`config.mk`:
```
export PLATFORM = sky130hd
export DESIGN_NAME = dcr_bank
export DESIGN_NICKNAME = d
export VERILOG_FILES = /design/src/verilog/dcr_pkg.sv /design/src/verilog/dcr_bank.sv /design/src/verilog/dcr_spi_port.sv
export SDC_FILE = /design/constraint.sdc
export NUM_CORES = 1
export LEC_CHECK = 0
export BUFFER_PORTS_ARGS = -buffer_cell sky130_fd_sc_hd__buf_2
export CORE_UTILIZATION = 30
export DETAILED_ROUTE_END_ITERATION = 7
export HOLD_SLACK_MARGIN = 0.12
export PLACE_DENSITY = 0.4
export SETUP_SLACK_MARGIN = 0.5
export SLEW_MARGIN = 20
export SYNTH_ARGS = -nofsm -noshare
export SYNTH_HDL_FRONTEND = slang
export SYNTH_SLANG_ARGS = --single-unit
```
`constraint.sdc`:
```
create_clock -name clock -period 32.7 [get_ports clock]
set_input_delay 6.54 -clock clock [delete_from_list [all_inputs] [get_ports clock]]
set_output_delay 6.54 -clock clock [all_outputs]
set_load 0.05 [all_outputs]
```
`src/verilog/dcr_pkg.sv`:
```
`default_nettype none
package dcr_pkg;
    // ****************************************************
    // timing
    // ****************************************************
    localparam int CLK_HZ = 20000000;
    localparam int CLK_NS = 50;
    localparam int OSC_HZ = 1228800;
    // accumulator step for a 2 x OSC_HZ toggle rate
    localparam logic [15:0] NCO_INC =
        16'((64'(OSC_HZ) * 64'd131072) / 64'(CLK_HZ));
    localparam int IRQ_PULSE_NS = 1000;
    localparam logic [4:0] IRQ_PULSE_CYC =
        5'((IRQ_PULSE_NS + CLK_NS - 1) / CLK_NS);
    localparam logic [3:0] BREAK_BITS = 4'hC;
    // ****************************************************
    // serial frame
    // ****************************************************
    localparam logic [5:0] FRAME_BITS = 6'h18;
    localparam logic [5:0] CRC_BITS = 6'h08;
    localparam logic [7:0] CRC_POLY = 8'h07;
    localparam logic [7:0] CRC_INIT = 8'hFF;
    // ****************************************************
    // register map
    // ****************************************************
    localparam logic [6:0] ADDR_IFC = 7'h02;
    localparam logic [6:0] ADDR_OUT = 7'h03;
    localparam logic [6:0] ADDR_GAIN = 7'h04;
    localparam logic [6:0] ADDR_SHIFT = 7'h05;
    localparam logic [6:0] ADDR_FALL = 7'h06;
    localparam logic [6:0] ADDR_SRST = 7'h07;
    localparam logic [15:0] IFC_RST = 16'h0036;
    localparam logic [15:0] OUT_RST = 16'h0B00;
    localparam logic [15:0] GAIN_RST = 16'h8000;
    localparam logic [15:0] SHIFT_RST = 16'h0000;
    localparam logic [15:0] FALL_RST = 16'h0000;
    localparam logic [15:0] IFC_WMASK = 16'h7BFF;
    localparam logic [15:0] OUT_WMASK = 16'h1FF7;
    localparam logic [7:0] SRST_KEY = 8'hAD;
    // interface_config fields
    localparam int IFC_RUN_LO = 13;
    localparam int IFC_CKDIV = 12;
    localparam int IFC_CKEN = 11;
    localparam int IFC_MODEM = 9;
    localparam int IFC_IRQEN = 8;
    localparam int IFC_CLRPIN = 7;
    localparam int IFC_UARTDIS = 6;
    localparam int IFC_BAUD = 5;
    localparam int IFC_CRCEN = 4;
    localparam int IFC_POL = 3;
    localparam int IFC_LVL = 2;
    localparam int IFC_SERIAL_OUT_DISABLE = 1;
    localparam int IFC_SERIAL_OUT_EARLY = 0;
    // output_config fields
    localparam int OUT_PD = 12;
    localparam int OUT_SRCLK_LO = 9;
    localparam int OUT_STEP_LO = 6;
    localparam int OUT_SREN = 5;
    localparam int OUT_SHAPE = 4;
    localparam int OUT_CLR = 2;
    localparam int OUT_CLRSPAN = 1;
    localparam int OUT_SPAN = 0;
    // ****************************************************
    // carriers and state
    // ****************************************************
    typedef struct packed {
        logic rd;
        logic [6:0] addr;
        logic [15:0] data;
        logic crc_bad;
    } dcr_frame_s;
    typedef struct packed {
        logic [2:0] s1;
        logic [2:0] s2;
        logic sclk_q;
        logic cs_q;
        logic [5:0] cnt;
        logic [31:0] sh;
        logic [7:0] crc;
        logic [23:0] tx;
        logic sdo;
        logic valid;
        dcr_frame_s frame;
    } dcr_spi_s;
    typedef struct packed {
        logic [15:0] ifc;
        logic [15:0] outc;
        logic [15:0] gain;
        logic [15:0] shift;
        logic [15:0] fall;
        logic [3:0] run;
        logic stat;
        logic prev;
        logic [4:0] pulse;
        logic [3:0] brk;
        logic [15:0] nco;
        logic [10:0] hc;
        logic ck;
        logic [15:0] slew;
        logic [15:0] code;
        logic srst;
    } dcr_bank_s;
endpackage
`default_nettype wire

```
`src/verilog/dcr_bank.sv`:
```
`timescale 1ns/100ps
`default_nettype none
// Notes on behaviour
// - crc status sets after 1, 2, 4 or 8 consecutive bad frames.
// - clock pin carries oscillator, optionally divided by 128.
// - modem interrupt enable sends a break on the uart line, only when the baud bit selects 9600.
// - clear pin enable turns sdi into a clear input.
// - baud bit picks 1200 without break or 9600 with break.
// - crc checked only while crc enable is set.
// - interrupt pin enabled, active low or high by polarity.
// - interrupt is a held level or a pulse on the event.
// - sdo tri-stated when disabled, else driven while selected.
// - sdo launched on rising edge, or falling edge when early.
// - power-down disables the output buffer.
// - slew clock code 0 to 7 halves from 307.2 kHz.
// - slew step is two to the power of the step code.
// - slew ramps toward new codes, linear or soft-ended.
// - clear force holds the output in its clear state.
// - in clear state the clear span bit picks the span.
// - in normal state the span bit picks the span.
// - gain trim scales output from 0.5 to nearly 1.5.
// - signed offset trim is added to the output code.
// - clear state applies the fallback code.
// - writing the key to the reset field resets the bank.
module dcr_bank
    import dcr_pkg::*;
(
    input wire logic clock,
    input wire logic nrst,
    input wire logic spi_sclk,
    input wire logic spi_cs_n,
    input wire logic spi_sdi,
    output logic spi_sdo,
    output logic spi_sdo_oe_n,
    input wire logic [15:0] dac_code,
    input wire logic crc_status_clear,
    output logic [15:0] dac_out_code,
    output logic dac_in_clear,
    output logic output_span_narrow,
    output logic output_buffer_powerdown,
    output logic slew_tick,
    output logic clock_out_pin,
    output logic uart_tx_pin,
    output logic uart_baud_9600,
    output logic uart_disable_cfg,
    output logic interrupt_pin,
    output logic interrupt_oe_n,
    output logic crc_error_status,
    output logic soft_reset_pulse
);
    // ****************************************************
    // declarations
    // ****************************************************
    dcr_bank_s st, next_st;
    dcr_frame_s frame;
    logic frame_valid;
    logic sdi_level;
    logic [15:0] rd_data;
    logic irq_active;
    logic clr_state;
    logic wr_ok;

    // ****************************************************
    // serial port
    // ****************************************************
    dcr_spi_port u_port (
        .clock(clock),
        .nrst(nrst),
        .sclk(spi_sclk),
        .cs_n(spi_cs_n),
        .sdi(spi_sdi),
        .crc_enable(st.ifc[IFC_CRCEN]),
        .early_launch(st.ifc[IFC_SERIAL_OUT_EARLY]),
        .out_disable(st.ifc[IFC_SERIAL_OUT_DISABLE]),
        .rd_data(rd_data),
        .sdo(spi_sdo),
        .sdo_oe_n(spi_sdo_oe_n),
        .sdi_level(sdi_level),
        .frame_valid(frame_valid),
        .frame(frame)
    );

    // readback; reserved bits are zero in storage
    always_comb begin
        unique case (frame.addr)
            ADDR_IFC: rd_data = st.ifc;
            ADDR_OUT: rd_data = st.outc;
            ADDR_GAIN: rd_data = st.gain;
            ADDR_SHIFT: rd_data = st.shift;
            ADDR_FALL: rd_data = st.fall;
            default: rd_data = 16'h0000;
        endcase
    end

    // a write counts only when its check passed
    assign wr_ok = frame_valid && !frame.rd
        && !(st.ifc[IFC_CRCEN] && frame.crc_bad);

    // clear from register or from the reused sdi pin
    assign clr_state = st.outc[OUT_CLR]
        | (st.ifc[IFC_CLRPIN] & sdi_level);

    // interrupt level or stretched edge
    assign irq_active = st.ifc[IFC_LVL] ? st.stat
        : (st.pulse != 5'h00);

    // ****************************************************
    // next state
    // ****************************************************
    always_comb begin
        logic [16:0] acc;
        logic half;
        logic rise;
        logic [10:0] msk;
        logic [15:0] step;
        logic [15:0] rem;
        logic [4:0] lim;
        logic [32:0] prod;
        logic [17:0] sum;
        acc = 17'h00000;
        half = 1'b0;
        rise = 1'b0;
        msk = 11'h000;
        step = 16'h0000;
        rem = 16'h0000;
        lim = 5'h00;
        prod = 33'h000000000;
        sum = 18'h00000;
        next_st = st;
        next_st.srst = 1'b0;

        // oscillator half-period ticks from a phase accumulator
        acc = {1'b0, st.nco} + {1'b0, NCO_INC};
        next_st.nco = acc[15:0];
        half = acc[16];
        if (half) begin
            next_st.hc = st.hc + 11'h001;
        end

        // clock pin, full rate or divided by 128
        next_st.ck = st.ifc[IFC_CKEN]
            & (st.ifc[IFC_CKDIV] ? st.hc[7] : st.hc[0]);

        // register writes
        if (wr_ok) begin
            unique case (frame.addr)
                ADDR_IFC: begin
                    next_st.ifc = frame.data & IFC_WMASK;
                end
                ADDR_OUT: begin
                    next_st.outc = frame.data & OUT_WMASK;
                end
                ADDR_GAIN: begin
                    next_st.gain = frame.data;
                end
                ADDR_SHIFT: begin
                    next_st.shift = frame.data;
                end
                ADDR_FALL: begin
                    next_st.fall = frame.data;
                end
                ADDR_SRST: begin
                    // only the key starts a reset
                    next_st.srst = (frame.data[7:0] == SRST_KEY);
                end
                default: begin
                end
            endcase
        end

        // consecutive check failures against the run limit
        lim = 5'h01 << st.ifc[IFC_RUN_LO +: 2];
        if (frame_valid && st.ifc[IFC_CRCEN]) begin
            if (frame.crc_bad) begin
                if (st.run != 4'h8) begin
                    next_st.run = st.run + 4'h1;
                end
                if ({1'b0, st.run} + 5'h01 >= lim) begin
                    next_st.stat = 1'b1;
                end
            end else begin
                next_st.run = 4'h0;
            end
        end
        // clear loses to a set in the same cycle
        if (crc_status_clear && !next_st.stat) begin
            next_st.stat = 1'b0;
        end else if (crc_status_clear && st.stat
                     && next_st.stat == st.stat
                     && !(frame_valid && frame.crc_bad
                          && {1'b0, st.run} + 5'h01 >= lim)) begin
            next_st.stat = 1'b0;
        end

        // edge mode stretches the event into a pulse
        rise = st.stat & ~st.prev;
        next_st.prev = st.stat;
        if (rise && !st.ifc[IFC_LVL]) begin
            next_st.pulse = IRQ_PULSE_CYC;
        end else if (st.pulse != 5'h00) begin
            next_st.pulse = st.pulse - 5'h01;
        end

        // break on the uart line, only in 9600 baud mode
        if (rise && st.ifc[IFC_MODEM]
            && st.ifc[IFC_BAUD]) begin
            next_st.brk = BREAK_BITS;
        end else if (half && st.hc[7:0] == 8'hFF
                     && st.brk != 4'h0) begin
            next_st.brk = st.brk - 4'h1;
        end

        // slew step, halved near the target in soft shape
        step = 16'h0001 << st.outc[OUT_STEP_LO +: 3];
        rem = (dac_code > st.slew) ? dac_code - st.slew
                                   : st.slew - dac_code;
        if (st.outc[OUT_SHAPE] && step != 16'h0001
            && rem < {step[13:0], 2'b00}) begin
            step = {1'b0, step[15:1]};
        end
        msk = (11'h008 << st.outc[OUT_SRCLK_LO +: 3]) - 11'h001;
        if (!st.outc[OUT_SREN]) begin
            next_st.slew = dac_code;
        end else if (half && (st.hc & msk) == msk) begin
            if (rem <= step) begin
                next_st.slew = dac_code;
            end else if (dac_code > st.slew) begin
                next_st.slew = st.slew + step;
            end else begin
                next_st.slew = st.slew - step;
            end
        end

        // gain 0.5 to 1.5 then signed offset, clamped
        prod = 33'(st.slew) * 33'({1'b0, st.gain} + 17'h08000);
        sum = {1'b0, prod[32:16]}
            + {{2{st.shift[15]}}, st.shift};
        if (clr_state) begin
            next_st.code = st.fall;
        end else if (sum[17]) begin
            next_st.code = 16'h0000;
        end else if (sum[16]) begin
            next_st.code = 16'hFFFF;
        end else begin
            next_st.code = sum[15:0];
        end

        // keyed reset restores this bank only
        if (st.srst) begin
            next_st.ifc = IFC_RST;
            next_st.outc = OUT_RST;
            next_st.gain = GAIN_RST;
            next_st.shift = SHIFT_RST;
            next_st.fall = FALL_RST;
            next_st.run = 4'h0;
            next_st.stat = 1'b0;
            next_st.pulse = 5'h00;
            next_st.brk = 4'h0;
        end
    end

    // ****************************************************
    // state register
    // ****************************************************
    always_ff @(posedge clock or negedge nrst) begin
        if (!nrst) begin
            st <= '0;
            st.ifc <= IFC_RST;
            st.outc <= OUT_RST;
            st.gain <= GAIN_RST;
            st.shift <= SHIFT_RST;
            st.fall <= FALL_RST;
        end else begin
            st <= next_st;
        end
    end

    // ****************************************************
    // outputs
    // ****************************************************
    assign dac_out_code = st.code;
    assign dac_in_clear = clr_state;
    // span bit depends on the state
    assign output_span_narrow = clr_state
        ? st.outc[OUT_CLRSPAN]
        : st.outc[OUT_SPAN];
    assign output_buffer_powerdown = st.outc[OUT_PD];
    assign slew_tick = st.slew != next_st.slew;
    assign clock_out_pin = st.ck;
    assign uart_tx_pin = (st.brk == 4'h0);
    assign uart_baud_9600 = st.ifc[IFC_BAUD];
    assign uart_disable_cfg = st.ifc[IFC_UARTDIS];
    // polarity and pin enable
    assign interrupt_pin = st.ifc[IFC_POL] ? irq_active
        : ~irq_active;
    assign interrupt_oe_n = ~st.ifc[IFC_IRQEN];
    assign crc_error_status = st.stat;
    assign soft_reset_pulse = st.srst;
endmodule
`default_nettype wire

```
`src/verilog/dcr_spi_port.sv`:
```
`timescale 1ns/100ps
`default_nettype none
module dcr_spi_port
    import dcr_pkg::*;
(
    input wire logic clock,
    input wire logic nrst,
    input wire logic sclk,
    input wire logic cs_n,
    input wire logic sdi,
    input wire logic crc_enable,
    input wire logic early_launch,
    input wire logic out_disable,
    input wire logic [15:0] rd_data,
    output logic sdo,
    output logic sdo_oe_n,
    output logic sdi_level,
    output logic frame_valid,
    output dcr_frame_s frame
);
    dcr_spi_s st, next_st;
    logic l_rise, l_fall;

    // edges of the synchronised serial clock
    assign l_rise = st.s2[0] & ~st.sclk_q;
    assign l_fall = ~st.s2[0] & st.sclk_q;

    // ****************************************************
    // frame shifter
    // ****************************************************
    always_comb begin
        logic launch;
        logic fb;
        logic [23:0] w;
        launch = 1'b0;
        fb = 1'b0;
        w = 24'h000000;
        next_st = st;
        next_st.valid = 1'b0;
        next_st.s1 = {sdi, cs_n, sclk};
        next_st.s2 = st.s1;
        next_st.sclk_q = st.s2[0];
        next_st.cs_q = st.s2[1];
        launch = early_launch ? l_fall : l_rise;
        fb = st.crc[7] ^ st.s2[2];
        w = crc_enable ? st.sh[31:8] : st.sh[23:0];
        if (!st.s2[1] && st.cs_q) begin
            next_st.cnt = 6'h00;
            next_st.crc = CRC_INIT;
            next_st.sdo = st.tx[23];
            next_st.tx = {st.tx[22:0], 1'b0};
        end else if (!st.s2[1]) begin
            if (l_fall) begin
                next_st.sh = {st.sh[30:0], st.s2[2]};
                if (st.cnt != 6'h3F) begin
                    next_st.cnt = st.cnt + 6'h01;
                end
                if (st.cnt < FRAME_BITS) begin
                    next_st.crc = {st.crc[6:0], 1'b0}
                        ^ (fb ? CRC_POLY : 8'h00);
                end
            end
            if (launch) begin
                next_st.sdo = st.tx[23];
                next_st.tx = {st.tx[22:0], 1'b0};
            end
        end else if (!st.cs_q) begin
            next_st.tx = 24'h000000;
            if (st.cnt == (crc_enable ? FRAME_BITS + CRC_BITS
                                      : FRAME_BITS)) begin
                next_st.valid = 1'b1;
                next_st.frame.rd = w[23];
                next_st.frame.addr = w[22:16];
                next_st.frame.data = w[15:0];
                // no check while disabled
                next_st.frame.crc_bad = crc_enable
                    && (st.sh[7:0] != st.crc);
            end
        end
        // readback goes out in the following frame
        if (st.valid && st.frame.rd) begin
            next_st.tx = {1'b0, st.frame.addr, rd_data};
        end
    end

    // state register
    always_ff @(posedge clock or negedge nrst) begin
        if (!nrst) begin
            st <= '0;
            st.s1 <= 3'h2;
            st.s2 <= 3'h2;
            st.cs_q <= 1'b1;
        end else begin
            st <= next_st;
        end
    end

    // pin side
    assign sdo = st.sdo;
    assign sdo_oe_n = out_disable | st.s2[1];
    assign sdi_level = st.s2[2];
    assign frame_valid = st.valid;
    assign frame = st.frame;
endmodule
`default_nettype wire

```
==> results of run 1 <==
[worst min path at each step]
| stage | end | from | slack, ps |
|---|---|---|---|
| floorplan | u_port.next_st[98] | u_port.next_st[99] | 330 |
| global placement | u_port.next_st[98] | u_port.next_st[99] | 340 |
| detailed placement | u_port.next_st[98] | u_port.next_st[99] | 340 |
| CTS | u_port.next_st[98] | u_port.next_st[99] | 350 |
| global route | u_port.next_st[97] | u_port.next_st[100] | 360 |
| finish | u_port.sdi_level | u_port.next_st[101] | 350 |
[synthesized netlist by cell type, types with 17 or more instances]
master / instances
and2_1: 84
mux2i_1: 51
nand4_1: 20
o21a_1: 19
nor2b_1: 17
inv_1: 298
nand2b_1: 23
nand3_1: 47
ha_1: 190
nor4_1: 17
nand2_1: 588
o21ai_0: 100
dfrtp_1: 243
a21o_1: 24
nor3_1: 33
nand3b_1: 17
fa_1: 211
a22oi_1: 18
nor2_1: 113
o31ai_1: 23
clkbuf_1: 133
xor2_1: 53
a21oi_1: 194
buf_4: 27
xnor2_1: 78
[worst max-delay path, delay by kind of cell]
| family | cells | cell delay [ps] |
|---|---|---|
| compound gates | 22 | 4260 |
| simple gates | 7 | 1980 |
| mux | 1 | 290 |
| fa+ha+maj | 5 | 1520 |
| xor+xnor | 2 | 320 |
| buf+inv | 7 | 1310 |
[routing by layer]
| layer | vias up | GRT usage | routed length, um |
|---|---|---|---|
| li1 | 9183 | - | - |
| met1 | 9595 | 0.268 | 36400 |
| met2 | 369 | 0.336 | 38000 |
| met3 | 96 | 0.0179 | 2690 |
| met4 | 0 | 0.0483 | 1860 |
| met5 | - | 0 | 0 |
[kinds of logic (layout without fill, tap and decap cells)]
kind of cell             after synthesis  in the layout  share of synthesized area
AND/OR/NAND/NOR                     1016           1016                      0.189
XOR/XNOR                             131            131                     0.0471
adder cells (fa/ha/maj)              401            401                      0.271
other                                  2              5                   0.000308
AO/OA/AOI/OAI                        493            493                      0.129
flip-flops                           254            254                      0.261
multiplexers                          58             58                     0.0242
buffers and inverters                476            461                     0.0785
[registers in the layout, indices dropped and copies added (netlist names)]
signal	flops
dac_out_code	16
soft_reset_pulse	1
output_buffer_powerdown	1
u_port.sdo	1
uart_disable_cfg	1
uart_baud_9600	1
crc_error_status	1
st	127
u_port.frame	25
u_port.next_st	5
u_port.frame_valid	1
u_port.sdi_level	1
clock_out_pin	1
u_port.st	72
[layout make-up]
type,count,area [um^2],share of cell area
timing repair buffer,99,638,0.0238
clock inverter,12,210,0.00785
clock buffer,50,971,0.0362
tap,1060,1330,0.0495
multi-input combinational,2104,16100,0.603
sequential,254,6370,0.238
inverter,300,1130,0.0420
[report_power, final]
group          switching [mW]  internal (mW)
logic                   0.116         0.0676
clock network           0.153          0.241
registers             0.00882          0.324
==> results by group, run 1 <==
Run status
  • Status: finished, final reports clean

Floorplanning
  • Initial Util: 0.303
  • Width of the die: 287 um
  • Total core area: 80400 um^2
  • Io pins: 52
  • Die height: 287 um
  • Die area: 82400 um^2
  • Num rows: 104

Clocking
  • Max clock buf depth: 3
  • Clock-pin slew on the worst setup and hold paths: 60 ps
  • CTS tree: done
  • CTS Hold Bufs: 0
  • H-tree levels: 2
  • Root Driver: clkbuf_16
  • CTS Sinks: 254
  • # Post-CTS Setup Buffers: 0
  • CTS resizes: 0
  • Skew-Pair Late Insertion Delay: 560 ps
  • Total CTS buffers: 34

Critical path
  • Worst EP arrival: 16260 ps
  • Max FO, Critical Path: 26
  • Worst r2r src: st[32]
  • Worst Setup SP: dac_code[0]
  • Worst path slowest cell: or4_1
  • Reg2reg setup slack: 22800 ps
  • Critical Path Most Common Cell: o21a_1
  • Startpoint Class: input port
  • R2R cell count: 39
  • Critical path type: input port to output pin
  • WP data required: 26160 ps
  • Peak per-stage delay on the critical path: 530 ps
  • Critical Path End: slew_tick
  • RR Endpoint: st[31]
  • CP endpoint kind: output pin

Placed design
  • HPWL after detailed placement: 58500 um
  • Instance area at placement: 25600 um^2
  • Placed Instances: 3817
  • Port bufs: 51
  • Worst slack, placed: 10050 ps
  • Placer Congestion: 0.842

Layout
  • NumNets Final: 3216
  • Synthesis-to-layout area growth: 9.88%
  • Filler cells: 8476
  • Core Util, Final: 0.333
  • Share of cells above drive strength 1: 0.0748
  • Final std cells w/o fill: 3879
  • Antenna Cells: 0
  • Most frequent cells in the layout: nand2_1 (588), inv_1 (298), dfrtp_1 (242)
  • Finished Cell Area: 26800 um^2
  • Commonest non-fill, non-tap cell in the layout: nand2_1

Logic synthesis
  • Synth top area share: 0.249
  • Synth cell types: 89
  • Top cells by area, synth: dfrtp_1 (25%), fa_1 (17%), ha_1 (9.8%)
  • Ys flop type: dfrtp_1
  • Synth Register Bits: 254
  • Synth Cell Area: 24400 um^2
  • Post-Synthesis Cells: 2831
  • Post-synth EDFFs: 0
  • Syn_area_per_cell: 8.61 um^2
  • Ys Warns: 0
  • Post-synth ARST share: 1.00
  • Synth area leader: dfrtp_1
  • Part of the Yosys area used for sequential elements: 0.261

STA
  • Hold Fails Final Rpt: 0
  • Fmax: 0.0439 GHz
  • Setup TNS: 0 ps
  • Final-report setup violation count: 0
  • Final hold slack: 347 ps
  • Clock skew: 31.1 ps
  • Max_slew headroom: 0.287
  • Setup ws final: 9900 ps
  • Fin crit period: 22800 ps
  • Worst-margin pin slew: 1070 ps
  • RSZ-0062 raised after global routing: no
  • Final cycle utilization of the critical path: 0.697
  • Final Max Slew Viols: 0

Drt
  • Via Count: 19200
  • Post-Route WL: 79000 um
  • Vias per cell: 4.96
  • Antenna Nets Post-Route: 0
  • WL per Instance: 20.4 um
  • Residual DRC count: 0
  • 1st-iter DRT viols: 1054
  • Pre-antenna DRT Iters: 5

Power
  • Total power: 911 uW
  • Pleak: 12.2 nW
  • PD cells: 34.0 nW/um^2
  • Max VDD drop: 0.0290 mV

GRT
  • GRT Total Usage: 0.197
  • Antenna violations before repair: 0
  • Grt ovf: 0
  • Largest net degree at the start of global routing: 148
  • Global-route wire length before repair: 125000 um
  • Number of global-route vias before repair: 20500

Flow run
  • Max cap viols: 0

Hold path
  • Hold-critical path depth: 0
  • Worst Hold Class: flop to flop
Note: power is estimated with default switching activity, not from simulation.
==> inputs of run 2 (changes only) <==
PLACE_DENSITY = 0.42   (was 0.4)
clock period = 18.63 ns   (was 32.7 ns; I/O delays follow)
==> run 2 against run 1 <==
Effect of this change:
- die area stayed put
- cell count is 0.18% lower
- routed wire length is 0.85% lower
- total power is 75% higher
- critical path depth is 5 lower
- clock power is 74% higher
- hold slack better by 6.6 ps
- largest cell class unchanged
==> results by group, run 2 (synthesis results as in run 1) <==
Layout
  • Finished Cell Area: 26700 um^2
  • Filler cells: 8496
  • Multi-input logic area: 16200 um^2
  • Biggest register: st
  • Most frequent cells in the layout: nand2_1 (587), inv_1 (298), dfrtp_1 (242)
  • Storage cell area: 6370 um^2
  • NumNets Final: 3211
  • Share of cells above drive strength 1: 0.0736
  • Largest register FFs: 127
  • Synthesis-to-layout area growth: 9.62%
  • Core Util, Final: 0.332
  • Antenna Cells: 0
  • Commonest non-fill, non-tap cell in the layout: nand2_1

Flow run
  • Max cap viols: 0

Clocking
  • Skew-Pair Late Insertion Delay: 570 ps
  • Total CTS buffers: 34
  • # Post-CTS Setup Buffers: 0
  • CTS tree: done
  • Clock-pin slew on the worst setup and hold paths: 60 ps
  • Root Driver: clkbuf_16
  • Max clock buf depth: 3
  • H-tree levels: 2
  • CTS Sinks: 254
  • CTS resizes: 0
  • CTS Hold Bufs: 0

Placed design
  • Placer Congestion: 0.838
  • Port bufs: 51
  • Instance area at placement: 25600 um^2
  • HPWL after detailed placement: 58000 um

GRT
  • Grt ovf: 0
  • Antenna violations before repair: 2
  • Global-route wire length before repair: 123000 um
  • GRT Total Usage: 0.194
  • Number of global-route vias before repair: 20200
  • M1 GR Usage: 0.263
  • Largest net degree at the start of global routing: 89
  • GR peak layer: met2
  • Met3 usage: 0.0201
  • GR Util met2: 0.328

Drt
  • Via Count: 19400
  • Vias per cell: 5.00
  • Pre-antenna DRT Iters: 5
  • WL per Instance: 20.2 um
  • Post-Route WL: 78300 um
  • 1st-iter DRT viols: 1098
  • Residual DRC count: 0
  • Antenna Nets Post-Route: 0

Floorplanning
  • Num rows: 104
  • Die height: 287 um
  • Die area: 82400 um^2
  • Initial Util: 0.303
  • Total core area: 80400 um^2
  • Width of the die: 287 um
  • Io pins: 52

Power
  • Total power: 1.59 mW
  • Pleak: 12.1 nW
  • Max VDD drop: 0.0553 mV
  • PD cells: 59.6 nW/um^2

Critical path
  • Max FO, Critical Path: 26
  • Worst path slowest cell: or4_1
  • Worst EP arrival: 13540 ps
  • CP bufs+invs: 5
  • CP delay by family, top: compound AO/OA/AOI/OAI gates
  • Critical path type: input port to output pin
  • WP data required: 14900 ps
  • Startpoint Class: input port
  • CP endpoint kind: output pin
  • Peak per-stage delay on the critical path: 550 ps

STA
  • Final Max Slew Viols: 0
  • Clock skew: 26.9 ps
  • Final cycle utilization of the critical path: 0.927
  • RSZ-0062 raised after global routing: no
  • Max_slew headroom: 0.270
  • Fmax: 0.0579 GHz
  • Fin crit period: 17270 ps
  • Hold Fails Final Rpt: 0
  • Setup TNS: 0 ps
  • Worst-margin pin slew: 1100 ps
  • Final-report setup violation count: 0

Hold path
  • Worst Hold Class: flop to flop

Run status
  • Status: finished, final reports clean
## run 2: cell types whose count changed in the layout (fill, tap and decap cells not counted), sizes merged
| cell | delta |
|---|---|
| buf | -5 |
| clkinv | +4 |
| clkbuf | -3 |
| inv | -2 |
| clkinvlp | -1 |
## run 2: layout make-up
class | instances | share of cell area
clock buffers | 47 | 0.0355
multi-input cells | 2104 | 0.604
inverters | 300 | 0.0421
clock inverters | 13 | 0.00810
well taps | 1060 | 0.0496
repair buffers | 94 | 0.0220
flip-flops and latches | 254 | 0.238
## run 2: power breakdown
group          leakage [nW]  switching [mW]  total [mW]  internal, mW
logic                  8.22           0.204       0.322         0.118
registers              3.33          0.0159       0.585         0.569
clock network         0.570           0.270       0.686         0.416
total                  12.1           0.489        1.59          1.10
## run 2: metrics by stage
stage,instances,setup WS (ps),hold slack (ps)
final,3872,1360,354
after global routing,3872,715,356
after CTS,3872,1510,355
after detailed placement,3812,1550,345
after global placement,3812,1790,337
after floorplan,2834,2920,331
## run 2: worst register-to-register path: cells and delay by family (launching register included)
kind            cells  cell delay [ps]
mux                 1              290
compound gates     21             4200
buf+inv             3             1090
fa+ha+maj           4             1490
flops               1              970
xor+xnor            2              370
simple gates        6             1730
## run 2: layer usage
metal / wire [um] / share of wire
met5: 0 / 0
met2: 37700 / 0.48
met4: 2000 / 0.025
met1: 36100 / 0.46
met3: 2460 / 0.031
## run 2: worst paths after layout
check                                         start  depth (start not counted)  slack (ps)          endpoint
max in group asynchronous                      nrst                          3       13280  soft_reset_pulse
worst min register to register  u_port.next_st[101]                          0         350  u_port.sdi_level
worst min-delay path            u_port.next_st[101]                          0         350  u_port.sdi_level
worst max register to register               st[32]                         37        8430            st[31]
min in group asynchronous                      nrst                          1        3130  dac_out_code[11]
worst max-delay path                    dac_code[5]                         39        1360         slew_tick
==> inputs of run 3 (changes only) <==
==> constraint.sdc (replaced) <==
create_clock -name clock -period 18.63 [get_ports clock]
set_input_delay 1.863 -clock clock [delete_from_list [all_inputs] [get_ports clock]]
set_output_delay 1.863 -clock clock [all_outputs]
set_load 0.05 [all_outputs]
==> run 3 against run 2 <==
Effect of this change:
- highest routed layer unchanged
- clock power down 3.5%
- register-to-register slack better by 200 ps
- count of clock-buffer cells in the layout up 3
- largest power group unchanged
- combinational power about the same
==> results by group, run 3 (synthesis results as in run 1) <==
Clocking
  • CTS Hold Bufs: 0
  • CTS resizes: 0
  • Skew-Pair Late Insertion Delay: 560 ps
  • # Post-CTS Setup Buffers: 0
  • Clock-pin slew on the worst setup and hold paths: 50 ps
  • CTS tree: done
  • Max clock buf depth: 3
  • Total CTS buffers: 34
  • CTS Sinks: 254
  • Root Driver: clkbuf_16
  • H-tree levels: 2

Layout
  • Filler cells: 8510
  • Synthesis-to-layout area growth: 9.39%
  • Share of cells above drive strength 1: 0.0726
  • Finished Cell Area: 26700 um^2
  • Biggest register: st
  • Final std cells w/o fill: 3870
  • Commonest non-fill, non-tap cell in the layout: nand2_1
  • Most frequent cells in the layout: nand2_1 (587), inv_1 (298), dfrtp_1 (242)
  • Largest register FFs: 127
  • NumNets Final: 3206

Critical path
  • Startpoint Class: input port
  • CP bufs+invs: 5
  • Worst EP arrival: 11580 ps
  • WP data required: 16770 ps
  • Critical Path Most Common Cell: o21a_1
  • Peak per-stage delay on the critical path: 540 ps
  • Worst path slowest cell: or4_1
  • Critical path type: input port to output pin
  • Max FO, Critical Path: 26
  • CP endpoint kind: output pin
  • CP delay by family, top: compound AO/OA/AOI/OAI gates

Placed design
  • Placer Congestion: 0.860
  • Placed Instances: 3807
  • Instance area at placement: 25500 um^2
  • Port bufs: 51
  • HPWL after detailed placement: 58000 um

Run status
  • Status: finished, final reports clean

Hold path
  • Worst Hold Class: flop to flop

GRT
  • Grt ovf: 0
  • Antenna violations before repair: 0
  • Largest net degree at the start of global routing: 160
  • Number of global-route vias before repair: 20300
  • GRT Total Usage: 0.194
  • Global-route wire length before repair: 123000 um

Power
  • Pleak: 12.1 nW
  • PD cells: 58.8 nW/um^2
  • Max VDD drop: 0.0549 mV

Drt
  • Residual DRC count: 0
  • WL per Instance: 20.1 um
  • Post-Route WL: 77900 um
  • Pre-antenna DRT Iters: 5
  • Vias per cell: 5.00
  • Via Count: 19300
  • 1st-iter DRT viols: 1159
  • Antenna Nets Post-Route: 0

STA
  • Fin crit period: 13440 ps
  • Hold Fails Final Rpt: 0
  • Max_slew headroom: 0.250
  • Worst-margin pin slew: 1130 ps
  • Final-report setup violation count: 0
  • RSZ-0062 raised after global routing: no
  • Setup TNS: 0 ps
  • Final cycle utilization of the critical path: 0.722
  • Final Max Slew Viols: 0
  • Fmax: 0.0744 GHz
  • Clock skew: 32.7 ps

Floorplanning
  • Io pins: 52
  • Die area: 82400 um^2
  • Total core area: 80400 um^2
  • Num rows: 104
  • Width of the die: 287 um
  • Die height: 287 um
  • Initial Util: 0.303

Flow run
  • Max cap viols: 0
[run 3: layout make-up]
cell class              instances  area, um^2  area share
flip-flops and latches        254        6370       0.239
well taps                    1060        1330      0.0497
diodes                          2        5.00    0.000188
inverters                     300        1130      0.0422
multi-input cells            2104       16200       0.606
repair buffers                 89         563      0.0211
clock inverters                11         129     0.00483
clock buffers                  50        1000      0.0375
[run 3: power breakdown]
part	leakage, nW	internal (mW)	switching, mW
clock network	0.549	0.390	0.271
logic	8.20	0.118	0.202
registers	3.33	0.569	0.0160
[run 3: path summary, 6_finish.rpt]
kind | from | end | slack, ps | depth (start not counted)
max | dac_code[2] | slew_tick | 5190 | 40
min | u_port.next_st[99] | u_port.next_st[98] | 350 | 0
max reg2reg | st[113] | dac_out_code[3] | 8630 | 33
min reg2reg | u_port.next_st[99] | u_port.next_st[98] | 350 | 0
max in group asynchronous | nrst | st[37] | 15830 | 2
min in group asynchronous | nrst | dac_out_code[14] | 1330 | 1
[run 3: layer usage]
metal  track usage  up-vias  wire length, um
met1         0.261     9694            35300
met2         0.327      393            37500
li1              -     9159                -
met3        0.0231      101             3060
met4        0.0531        0             2090
met5             0        -                0
[run 3: through the flow]
stage	utilization	hold slack [ps]	worst slack [ps]	power, mW
after global placement	0.317	340	5570	0.916
after global routing	0.332	360	4310	1.65
after detailed placement	0.317	342	5300	0.916
after CTS	0.331	355	5250	1.59
after floorplan	-	331	6650	0.828
final	0.332	353	5190	1.57
